## src/adjust_consts.svh

```systemverilog
`ifndef ADJUST_CONSTS_SVH
`define ADJUST_CONSTS_SVH
// parameter ids and register reset value
`define REG_FB_OFFSET   8'h44
`define REG_ADJ_CMD     8'h85
`define REG_RESET_VAL   16'h0000
// adjustment function codes
`define FN_PHASING      16'h0004
`define FN_FIX_ANGLE    16'h0005
`define FN_ANALOG_OFS   16'h0006
`define FN_TACHO_OFS    16'h0007
// two-digit status codes, one decimal digit per nibble
`define ST_NONE         8'h00
`define ST_PH_ACCEPT    8'h40
`define ST_PH_ENABLED   8'h41
`define ST_PH_CURRENT   8'h42
`define ST_PH_POLES     8'h43
`define ST_PH_ENA_LOST  8'h47
`define ST_PH_TIMEOUT   8'h48
`define ST_PH_DONE      8'h49
`define ST_AN_ACCEPT    8'h60
`define ST_AN_ENA_ON    8'h66
`define ST_AN_DONE      8'h69
`define ST_TA_ACCEPT    8'h70
`define ST_TA_ENA_ON    8'h76
`define ST_TA_MOVED     8'h77
`define ST_TA_NONE      8'h78
`define ST_TA_DONE      8'h79
// timing
`define CLK_HZ          50000000
`define ENA_WAIT_S      10
`define MEAS_TIME_S     8
`endif

```

## src/adjust_pkg.sv

```systemverilog
package adjust_pkg;
	typedef enum logic [3:0] {
		S_IDLE     = 4'b0000,
		S_PH_WAIT  = 4'b0001,
		S_PH_ENA   = 4'b0010,
		S_PH_TURN  = 4'b0011,
		S_PH_POLES = 4'b0100,
		S_FX_WAIT  = 4'b0101,
		S_FX_RUN   = 4'b0110,
		S_AN_RUN   = 4'b0111,
		S_TA_RUN   = 4'b1000
	} adj_state_t;
endpackage : adjust_pkg

```

## src/motor_auto_adjust_sequencer.sv

```systemverilog
`include "adjust_consts.svh"
`timescale 1ns/1ps
`default_nettype none
module motor_auto_adjust_sequencer #(
	parameter int unsigned ENA_WAIT_CYC = `ENA_WAIT_S * `CLK_HZ,
	parameter int unsigned MEAS_CYC     = `MEAS_TIME_S * `CLK_HZ
) (
	input  wire logic        clk_i,
	input  wire logic        reset_n_i,
	input  wire logic        reg_wr_i,
	input  wire logic [7:0]  reg_addr_i,
	input  wire logic [15:0] reg_wdata_i,
	output logic      [15:0] reg_rdata_o,
	input  wire logic        enable_i,
	input  wire logic [15:0] phasing_speed_i,
	input  wire logic [7:0]  pole_count_i,
	input  wire logic        elec_period_i,
	input  wire logic        pole_found_i,
	input  wire logic [15:0] rotor_angle_i,
	input  wire logic        analog_done_i,
	input  wire logic        tacho_done_i,
	input  wire logic        tacho_moved_i,
	input  wire logic        tacho_absent_i,
	output logic             rotate_o,
	output logic      [15:0] speed_cmd_o,
	output logic             hold_angle_o,
	output logic      [15:0] feed_angle_o,
	output logic             analog_cal_o,
	output logic             tacho_cal_o,
	output logic      [7:0]  status_code_o,
	output adjust_pkg::adj_state_t state_o
);
	import adjust_pkg::*;

	////////////////////////////////////////////////////////////////////////
	// state
	typedef struct packed {
		adj_state_t  st;
		logic [15:0] cmd;
		logic [15:0] offset;
		logic [7:0]  status;
		logic [31:0] timer;
		logic [7:0]  periods;
		logic [15:0] rdata;
		logic        rotate;
		logic [15:0] speed;
		logic        hold;
		logic        analog;
		logic        tacho;
	} seq_t;

	seq_t s_q;
	seq_t s_d;
	logic cmd_wr;
	logic ofs_wr;
	logic [7:0] half_poles;

	////////////////////////////////////////////////////////////////////////
	// register decode
	assign cmd_wr     = reg_wr_i && (reg_addr_i == `REG_ADJ_CMD);
	assign ofs_wr     = reg_wr_i && (reg_addr_i == `REG_FB_OFFSET);
	assign half_poles = {1'b0, pole_count_i[7:1]};

	////////////////////////////////////////////////////////////////////////
	// next-state logic
	always_comb begin
		s_d = s_q;
		// parameter writes from the service link
		if (cmd_wr) begin
			s_d.cmd = reg_wdata_i;
		end
		if (ofs_wr) begin
			s_d.offset = reg_wdata_i;
		end
		if (s_q.timer != 32'h0000_0000) begin
			s_d.timer = s_q.timer - 32'h0000_0001;
		end
		unique case (s_q.st)
			S_IDLE: begin
				s_d.rotate = 1'b0;
				s_d.hold   = 1'b0;
				s_d.analog = 1'b0;
				s_d.tacho  = 1'b0;
				if (cmd_wr) begin
					unique case (reg_wdata_i)
						`FN_PHASING: begin
							s_d.st     = S_PH_WAIT;
							s_d.status = `ST_PH_ACCEPT;
							s_d.timer  = ENA_WAIT_CYC;
						end
						`FN_FIX_ANGLE: begin
							s_d.st    = S_FX_WAIT;
							s_d.timer = ENA_WAIT_CYC;
						end
						`FN_ANALOG_OFS: begin
							s_d.st     = S_AN_RUN;
							s_d.status = `ST_AN_ACCEPT;
							s_d.analog = 1'b1;
						end
						`FN_TACHO_OFS: begin
							s_d.st     = S_TA_RUN;
							s_d.status = `ST_TA_ACCEPT;
							s_d.tacho  = 1'b1;
						end
						default: begin
							s_d.st = S_IDLE;
						end
					endcase
				end
			end
			// phasing: wait for the operator to close enable
			S_PH_WAIT: begin
				if (enable_i) begin
					s_d.st     = S_PH_ENA;
					s_d.status = `ST_PH_ENABLED;
					s_d.timer  = MEAS_CYC;
				end else if (s_q.timer == 32'h0000_0000) begin
					s_d.st     = S_IDLE;
					s_d.status = `ST_NONE;
				end
			end
			// enable closed: apply current and start turning
			S_PH_ENA: begin
				if (!enable_i) begin
					s_d.st     = S_IDLE;
					s_d.status = `ST_PH_ENA_LOST;
				end else begin
					s_d.st      = S_PH_TURN;
					s_d.status  = `ST_PH_CURRENT;
					s_d.rotate  = 1'b1;
					s_d.speed   = phasing_speed_i;
					s_d.periods = 8'h00;
				end
			end
			// count electrical periods up to half the pole count
			S_PH_TURN: begin
				s_d.speed = phasing_speed_i;
				if (elec_period_i) begin
					s_d.periods = s_q.periods + 8'h01;
				end
				if (!enable_i) begin
					s_d.st     = S_IDLE;
					s_d.rotate = 1'b0;
					s_d.status = `ST_PH_ENA_LOST;
				end else if (s_q.timer == 32'h0000_0000) begin
					s_d.st     = S_IDLE;
					s_d.rotate = 1'b0;
					s_d.status = `ST_PH_TIMEOUT;
				end else if (s_q.periods >= half_poles
					&& pole_found_i) begin
					s_d.st     = S_PH_POLES;
					s_d.rotate = 1'b0;
					s_d.status = `ST_PH_POLES;
				end
			end
			// poles determined: store angle and finish
			S_PH_POLES: begin
				s_d.rotate = 1'b0;
				if (!enable_i) begin
					s_d.st     = S_IDLE;
					s_d.status = `ST_PH_ENA_LOST;
				end else begin
					s_d.st     = S_IDLE;
					s_d.offset = rotor_angle_i;
					s_d.status = `ST_PH_DONE;
				end
			end
			// fixed angle: wait for enable, then hold the angle
			S_FX_WAIT: begin
				if (enable_i) begin
					s_d.st   = S_FX_RUN;
					s_d.hold = 1'b1;
				end else if (s_q.timer == 32'h0000_0000) begin
					s_d.st = S_IDLE;
				end
			end
			S_FX_RUN: begin
				if (!enable_i) begin
					s_d.st   = S_IDLE;
					s_d.hold = 1'b0;
				end
			end
			// analog offset: enable must stay open
			S_AN_RUN: begin
				if (enable_i) begin
					s_d.st     = S_IDLE;
					s_d.analog = 1'b0;
					s_d.status = `ST_AN_ENA_ON;
				end else if (analog_done_i) begin
					s_d.st     = S_IDLE;
					s_d.analog = 1'b0;
					s_d.status = `ST_AN_DONE;
				end
			end
			// tacho offset: errors take priority over done
			S_TA_RUN: begin
				if (enable_i) begin
					s_d.st     = S_IDLE;
					s_d.tacho  = 1'b0;
					s_d.status = `ST_TA_ENA_ON;
				end else if (tacho_absent_i) begin
					s_d.st     = S_IDLE;
					s_d.tacho  = 1'b0;
					s_d.status = `ST_TA_NONE;
				end else if (tacho_moved_i) begin
					s_d.st     = S_IDLE;
					s_d.tacho  = 1'b0;
					s_d.status = `ST_TA_MOVED;
				end else if (tacho_done_i) begin
					s_d.st     = S_IDLE;
					s_d.tacho  = 1'b0;
					s_d.status = `ST_TA_DONE;
				end
			end
			default: begin
				s_d.st = S_IDLE;
			end
		endcase
		if (!s_d.rotate) begin
			s_d.speed = `REG_RESET_VAL;
		end
		// read data follows the address every cycle
		unique case (reg_addr_i)
			`REG_FB_OFFSET: s_d.rdata = s_q.offset;
			`REG_ADJ_CMD:   s_d.rdata = s_q.cmd;
			default:        s_d.rdata = `REG_RESET_VAL;
		endcase
	end

	////////////////////////////////////////////////////////////////////////
	// state register
	always_ff @(posedge clk_i) begin
		if (!reset_n_i) begin
			s_q.st      <= S_IDLE;
			s_q.cmd     <= `REG_RESET_VAL;
			s_q.offset  <= `REG_RESET_VAL;
			s_q.status  <= `ST_NONE;
			s_q.timer   <= 32'h0000_0000;
			s_q.periods <= 8'h00;
			s_q.rdata   <= `REG_RESET_VAL;
			s_q.rotate  <= 1'b0;
			s_q.speed   <= `REG_RESET_VAL;
			s_q.hold    <= 1'b0;
			s_q.analog  <= 1'b0;
			s_q.tacho   <= 1'b0;
		end else begin
			s_q <= s_d;
		end
	end

	////////////////////////////////////////////////////////////////////////
	// outputs straight from flops
	assign reg_rdata_o   = s_q.rdata;
	assign rotate_o      = s_q.rotate;
	assign speed_cmd_o   = s_q.speed;
	assign hold_angle_o  = s_q.hold;
	assign feed_angle_o  = s_q.offset;
	assign analog_cal_o  = s_q.analog;
	assign tacho_cal_o   = s_q.tacho;
	assign status_code_o = s_q.status;
	assign state_o       = s_q.st;
endmodule : motor_auto_adjust_sequencer
`default_nettype wire

```

## config.mk

```make
export PLATFORM = sky130hd
export DESIGN_NAME = motor_auto_adjust_sequencer
export DESIGN_NICKNAME = d
export VERILOG_FILES = /design/src/adjust_pkg.sv /design/src/motor_auto_adjust_sequencer.sv
export VERILOG_INCLUDE_DIRS = /design/src /design/src/src
export SDC_FILE = /design/constraint.sdc
export NUM_CORES = 1
export LEC_CHECK = 0
export BUFFER_PORTS_ARGS = -buffer_cell sky130_fd_sc_hd__clkbuf_2
export CORE_MARGIN = 5
export CORE_UTILIZATION = 45
export CTS_CLUSTER_SIZE = 16
export DETAILED_ROUTE_END_ITERATION = 16
export MAX_ROUTING_LAYER = met4
export PLACE_DENSITY = 0.74
export SLEW_MARGIN = 20
export SYNTH_ARGS = -nofsm -noshare
export SYNTH_HDL_FRONTEND = slang
export SYNTH_SLANG_ARGS = --single-unit
```

## constraint.sdc

```tcl
create_clock -name clk_i -period 4.9 [get_ports clk_i]
set_input_delay 1.225 -clock clk_i [delete_from_list [all_inputs] [get_ports clk_i]]
set_output_delay 1.225 -clock clk_i [all_outputs]
set_load 0.02 [all_outputs]
```

==> results of run 1 <==
==> flip-flops by register name, indices dropped and copies added, names as in the netlist <==
signal,cells
s_q,56
feed_angle_o,16
reg_rdata_o,16
speed_cmd_o,16
status_code_o,7
state_o,4
analog_cal_o,1
hold_angle_o,1
rotate_o,1
tacho_cal_o,1
==> path summary, 6_finish.rpt <==
| check | startpoint | endpoint | slack, ns | depth (start not counted) |
|---|---|---|---|---|
| worst min-delay path | speed_cmd_o[11] | speed_cmd_o[11] | 0.45 | 2 |
| worst max-delay path | reg_wdata_i[3] | s_q[48] | 1.65 | 7 |
| worst max register to register | state_o[2] | s_q[48] | 2.05 | 5 |
| worst min register to register | speed_cmd_o[11] | speed_cmd_o[11] | 0.45 | 2 |
==> final cells by class <==
type / instances / area [um2]
clock inverters: 10 / 96.34
clock buffers: 22 / 484.2
multi-input cells: 477 / 2955
well taps: 176 / 220.2
flip-flops and latches: 119 / 2382
repair buffers: 142 / 735.7
inverters: 16 / 60.06
fillers: 1281 / 6203
==> power breakdown <==
group / internal [mW] / total (mW) / switching, mW
registers: 1.11 / 1.28 / 0.163
clock network: 0.750 / 1.19 / 0.439
logic: 0.442 / 1.08 / 0.642
==> metrics by stage <==
stage          total power, mW  utilization
3_5_place_dp             2.367       0.4836
5_1_grt                  3.767       0.5278
6_report                 3.550       0.5278
2_1_floorplan            2.172            -
3_3_place_gp             2.349       0.4825
4_1_cts                  3.570       0.5278
==> layout by cell type (no fill, tap or decap), drive strengths merged, types with 3 or more instances in the layout <==
cell,n
nor2b,6
a211oi,21
nand3,18
nor3,7
mux2i,36
o211ai,4
xor2,17
nand2,64
clkinvlp,4
o31ai,7
nand3b,3
a22oi,17
clkbuf,157
or3,3
nand2b,10
o21ai,19
nor4,16
and3,6
a31oi,4
nand4,7
ha,9
and4,3
or4,5
xnor2,18
a21oi,43
o22ai,3
nor4b,4
nor2,96
inv,16
clkinv,5
dfxtp,119
buf,7
==> kinds of logic after synthesis <==
group,share of synthesized area
mux,0.06382
xor+xnor,0.05109
compound gates,0.1483
fa+ha+maj,0.01877
flops,0.3971
other cells,0.0006251
simple gates,0.2092
buf+inv,0.1112
==> layer usage <==
| layer | share of wire | global-route usage | vias up |
|---|---|---|---|
| met5 | 0 | - | - |
| met4 | 0.013 | 0.06378 | 0 |
| met3 | 0.067 | 0.05714 | 18 |
| met2 | 0.46 | 0.2889 | 171 |
| met1 | 0.46 | 0.2404 | 2349 |
| li1 | - | - | 2561 |
==> critical path, stage by stage <==
cell	delay (ns)
sky130_fd_sc_hd__clkbuf_2	0.11
sky130_fd_sc_hd__nor4_1	0.44
sky130_fd_sc_hd__and4_1	0.41
sky130_fd_sc_hd__nand2_1	0.18
sky130_fd_sc_hd__or3_1	0.52
sky130_fd_sc_hd__nand2b_1	0.52
sky130_fd_sc_hd__nor2_1	0.11
==> qor.yml, run 1 <==
grt_start_max_net_pins: 47
floorplan.initialDensity: 0.4567
netlist-cell-type-count: 58
cts-root-to-sink-buffers: 2
post-synth-top-area-fraction: 0.3971
portion_of_the_post_synthesis_area_used_by_sequential_elements: 0.3971
first_pass_iters: 5
overflow: 0
placement.io_buffers: 135
ir_drop_mv: 0.2904
finalHoldViolations: 0
die-height_um: 125.5
antennaDiodeCount: 0
status: "complete, no violations"
cts_tree: "yes"
placed_cells_incl_taps: 930
timing.setup.critical_path_class: "in2reg"
p_per_area_nw_per_um2: 511.9
die_footprint_um2: 15740
final_critical_path_setup_slack_ns: 1.652
top_reg_cell_synth: "sky130_fd_sc_hd__dfxtp_1"
drive_above_1_share: 0.2354
dp.final_hpwl_um: 10180
fp.coreArea_um2: 13140
numCtsBuffers: 17
routed_via_count: 5099
number_of_i_o_pins: 138
yosys_warnings: 0
synth.cells.most_frequent: "sky130_fd_sc_hd__dfxtp_1 (119), sky130_fd_sc_hd__nor2_1 (96), sky130_fd_sc_hd__nand2_1 (64), sky130_fd_sc_hd__buf_4 (60), sky130_fd_sc_hd__a21oi_1 (43)"
cts_repair_resize_count: 0
clk_pin_slew_worst_paths_ns: 0.06
worst_hold_path_type: "reg2reg"
timing.hold.ws_ns: 0.4491
grt_setup_unrepaired: "no"
final.setup.tns_ns: 0
antenna_violations_before_repair: 0
postRouteAntennaNets: 0
vias_per_cell: 5.300
critPathRequiredTime_ns: 5.17
period_share: 0.6629
drv_cap: 0
final-max-slew-violation-count: 0
timing.critical_path.fanout_max: 15
routed_wirelength_um: 14290
worstSetupStartpointType: "input pin"
drtIter0Drc: 273
final_nets: 856
fin_area_um2: 6934
cts_root_buf: "sky130_fd_sc_hd__clkbuf_16"
ys_seq_elements: 119
synth_area_um2: 6000
first_global_vias: 4819
worstSetupEndpointType: "register"
layout.cells.non_filler: 962
gr-usage-all-layers: 0.1896
tritoncts_num_sinks: 119
async_reset_ff_frac: 0
die_width_um: 125.5
cp_data_arrival_time_ns: 3.52
clock_latency_on_the_worst_skew_pair_ns: 0.41
power_leakage_nw: 3.058
worst_rel_slew_slack: 0.3393
synth.most_common_cell: "sky130_fd_sc_hd__dfxtp_1"
synthDominantAreaCellType: "sky130_fd_sc_hd__dfxtp_1"
post_route_drc_violation_count: 0
worst_pin_slew_ns: 0.9887
ctsHtreeMaxLevel: 4
std_cell_rows: 42
syn-instance-count: 711
wl_per_cell_um: 14.86
worst_clock_skew_ns: 0.008215
layout-area-overhead-vs-synth_pct: 15.58
hold_buffers: 0
syn_avg_cell_area_um2: 8.438
fmax_mhz: 307.8
preCtsSetupSlack_ns: 1.325
first_pass_grt_wire_length_um: 23920
final_setup_fails: 0
cts_post_setup_buffers_inserted: 0
synth.top_cells.by_area: "sky130_fd_sc_hd__dfxtp_1 (40%), sky130_fd_sc_hd__buf_4 (7.5%), sky130_fd_sc_hd__mux2i_1 (6.0%)"
synth_enable_flop_cells: 0
placed_area_um2: 6354
time_the_final_worst_path_needs_with_i_o_delays_and_setup_ns: 3.248
gp_routability_congestion: 0.9091
synth_net_count: 794
Power figures use the tool's default switching activity.
==> run 2: changes to the inputs <==
==> constraint.sdc (replaced) <==
create_clock -name clk_i -period 3.1 [get_ports clk_i]
set_input_delay 0.775 -clock clk_i [delete_from_list [all_inputs] [get_ports clk_i]]
set_output_delay 0.775 -clock clk_i [all_outputs]
set_load 0.02 [all_outputs]
==> qor.yml, run 2 (synthesized netlist as in run 1, its figures left out) <==
clk_pin_slew_worst_paths_ns: 0.05  # about the same
registers.top_by_ff_count: "s_q"
power_leakage_nw: 3.107  # +1.6%
std_cell_rows: 42  # unchanged
cts_root_buf: "sky130_fd_sc_hd__clkbuf_16"
timing.critical_path.fanout_max: 10  # -5
timing.hold.worst.start: "speed_cmd_o[1]"
power.internal_mw: 3.578  # +55%
antennaDiodeCount: 0  # unchanged
drtIter0Drc: 259  # -5.1%
power_frac_comb: 0.327  # +0.021
final_setup_fails: 0  # unchanged
finalHoldViolations: 0  # unchanged
totalPowerFinal_mw: 5.542  # +56%
final_core_utilization: 0.5305  # +0.002666
tritoncts_num_sinks: 119  # unchanged
cts_tree: "yes"
final-seq-area_um2: 2382  # unchanged
overflow: 0  # unchanged
status: "complete, no violations"
worstSetupEndpointType: "register"
largest_reg_flops: 56  # unchanged
wl_per_cell_um: 15.03  # +1.2%
postRouteAntennaNets: 0  # unchanged
first_pass_iters: 5  # unchanged
mostFrequentLayoutCells: "sky130_fd_sc_hd__clkbuf_2 (135), sky130_fd_sc_hd__dfxtp_1 (119), sky130_fd_sc_hd__nor2_1 (96), sky130_fd_sc_hd__nand2_1 (64), sky130_fd_sc_hd__a21oi_1 (43)"
routed_via_count: 5164  # +1.3%
worst_rel_slew_slack: 0.5786  # +0.2393
timing.setup.critical_path_class: "reg2reg"
floorplan.initialDensity: 0.4567  # unchanged
post_route_drc_violation_count: 0  # unchanged
clockPowerShare: 0.312  # -0.023
grt_setup_unrepaired: "no"
hold_buffers: 0  # unchanged
seq_power_share: 0.362  # +0.003
numCtsBuffers: 17  # unchanged
final_nets: 869  # +1.5%
clock_latency_on_the_worst_skew_pair_ns: 0.41  # about the same
ir_drop_mv: 0.3976  # +37%
layout.cells.non_filler: 974  # +1.2%
critPathLaunch: "s_q[44]"
final_critical_path_setup_slack_ns: 0.3502  # -1.301 ns
routed_wirelength_um: 14640  # +2.4%
gr-usage-all-layers: 0.1949  # +0.005290
dp.final_hpwl_um: 10490  # +3.1%
preCtsSetupSlack_ns: 0.2149  # -1.110 ns
die_width_um: 125.5  # unchanged
cts_post_setup_buffers_inserted: 0  # unchanged
final.setup.tns_ns: 0  # unchanged
number_of_i_o_pins: 138  # unchanged
fp.coreArea_um2: 13140  # unchanged
p_per_area_nw_per_um2: 795.2  # +55%
time_the_final_worst_path_needs_with_i_o_delays_and_setup_ns: 2.750
placed_cells_incl_taps: 943  # +1.4%
grt_start_max_net_pins: 44  # -6.4%
cts-root-to-sink-buffers: 2  # unchanged
first_pass_grt_wire_length_um: 24590  # +2.8%
fmax_mhz: 363.7
netSwitchingFraction: 0.3544  # +0.003905
antenna_violations_before_repair: 0  # unchanged
final-max-slew-violation-count: 0  # unchanged
placement.io_buffers: 135  # unchanged
layout-area-overhead-vs-synth_pct: 16.16
worst_hold_path_type: "reg2reg"
period_share: 0.8870
multi_input_area_um2: 2955  # unchanged
ctsHtreeMaxLevel: 4  # unchanged
gp_routability_congestion: 0.9816  # +8.0%
timing.reg2reg.setup_slack_ns: 0.35  # -1.70 ns
regToRegStartpoint: "s_q[44]"
vias_per_cell: 5.302  # about the same
drive_above_1_share: 0.2469  # +0.01150
critPathRequiredTime_ns: 3.40  # -1.77 ns
worstSetupStartpointType: "register"
first_global_vias: 5048  # +4.8%
worst_pin_slew_ns: 0.6298  # -0.3589 ns
die_footprint_um2: 15740  # unchanged
die-height_um: 125.5  # unchanged
cp_data_arrival_time_ns: 3.05  # -0.47 ns
cts_repair_resize_count: 0  # unchanged
layout.cells.most_common: "sky130_fd_sc_hd__clkbuf_2"
worst_clock_skew_ns: 0.009052  # +0.0008372 ns
drv_cap: 0  # unchanged
p_switching_mw: 1.964  # +58%
filler_cell_count: 1291  # +0.78%
[run 2: path summary, 6_finish.rpt]
path	end	cells after the start
min	speed_cmd_o[1]	2
max	status_code_o[3]	8
min reg2reg	speed_cmd_o[1]	2
max reg2reg	status_code_o[3]	8
[run 2: final cells by class]
cell class | instances | share of cell area
clock buffers | 21 | 0.06750
clock inverters | 10 | 0.007899
inverters | 16 | 0.008618
multi-input cells | 477 | 0.4241
flip-flops and latches | 119 | 0.3418
well taps | 176 | 0.03160
repair buffers | 155 | 0.1185
[run 2: metrics by stage]
step	hold WS [ns]	cell area, um2
final	0.4511	6969
after global routing	0.4700	6969
after global placement	0.4386	6444
after detailed placement	0.4468	6444
after CTS	0.4562	6969
after floorplan	0.4322	6000
[run 2: power by group through the flow]
stage               Combinational [mW]  Clock [mW]  Sequential (mW)
finish                            1.81        1.73             2.00
global route                      2.01        1.84             2.04
CTS                               1.80        1.77             2.00
detailed placement                1.80           0             2.03
global placement                  1.77           0             2.02
floorplan                         1.47           0             1.96
[run 2: critical path, stage by stage, from the launching register on]
cell,delay [ns]
sky130_fd_sc_hd__dfxtp_1,0.34
sky130_fd_sc_hd__inv_1,0.07
sky130_fd_sc_hd__ha_1,0.18
sky130_fd_sc_hd__or3b_2,0.51
sky130_fd_sc_hd__nor4_4,0.30
sky130_fd_sc_hd__nand3_4,0.22
sky130_fd_sc_hd__a211o_2,0.38
sky130_fd_sc_hd__or2_2,0.37
sky130_fd_sc_hd__a31o_2,0.26
[run 2: per-layer routing]
layer | routed length, um | GRT usage
met1 | 6769 | 0.2459
met2 | 6627 | 0.3011
met3 | 945 | 0.04904
met5 | 0 | -
met4 | 295 | 0.07462
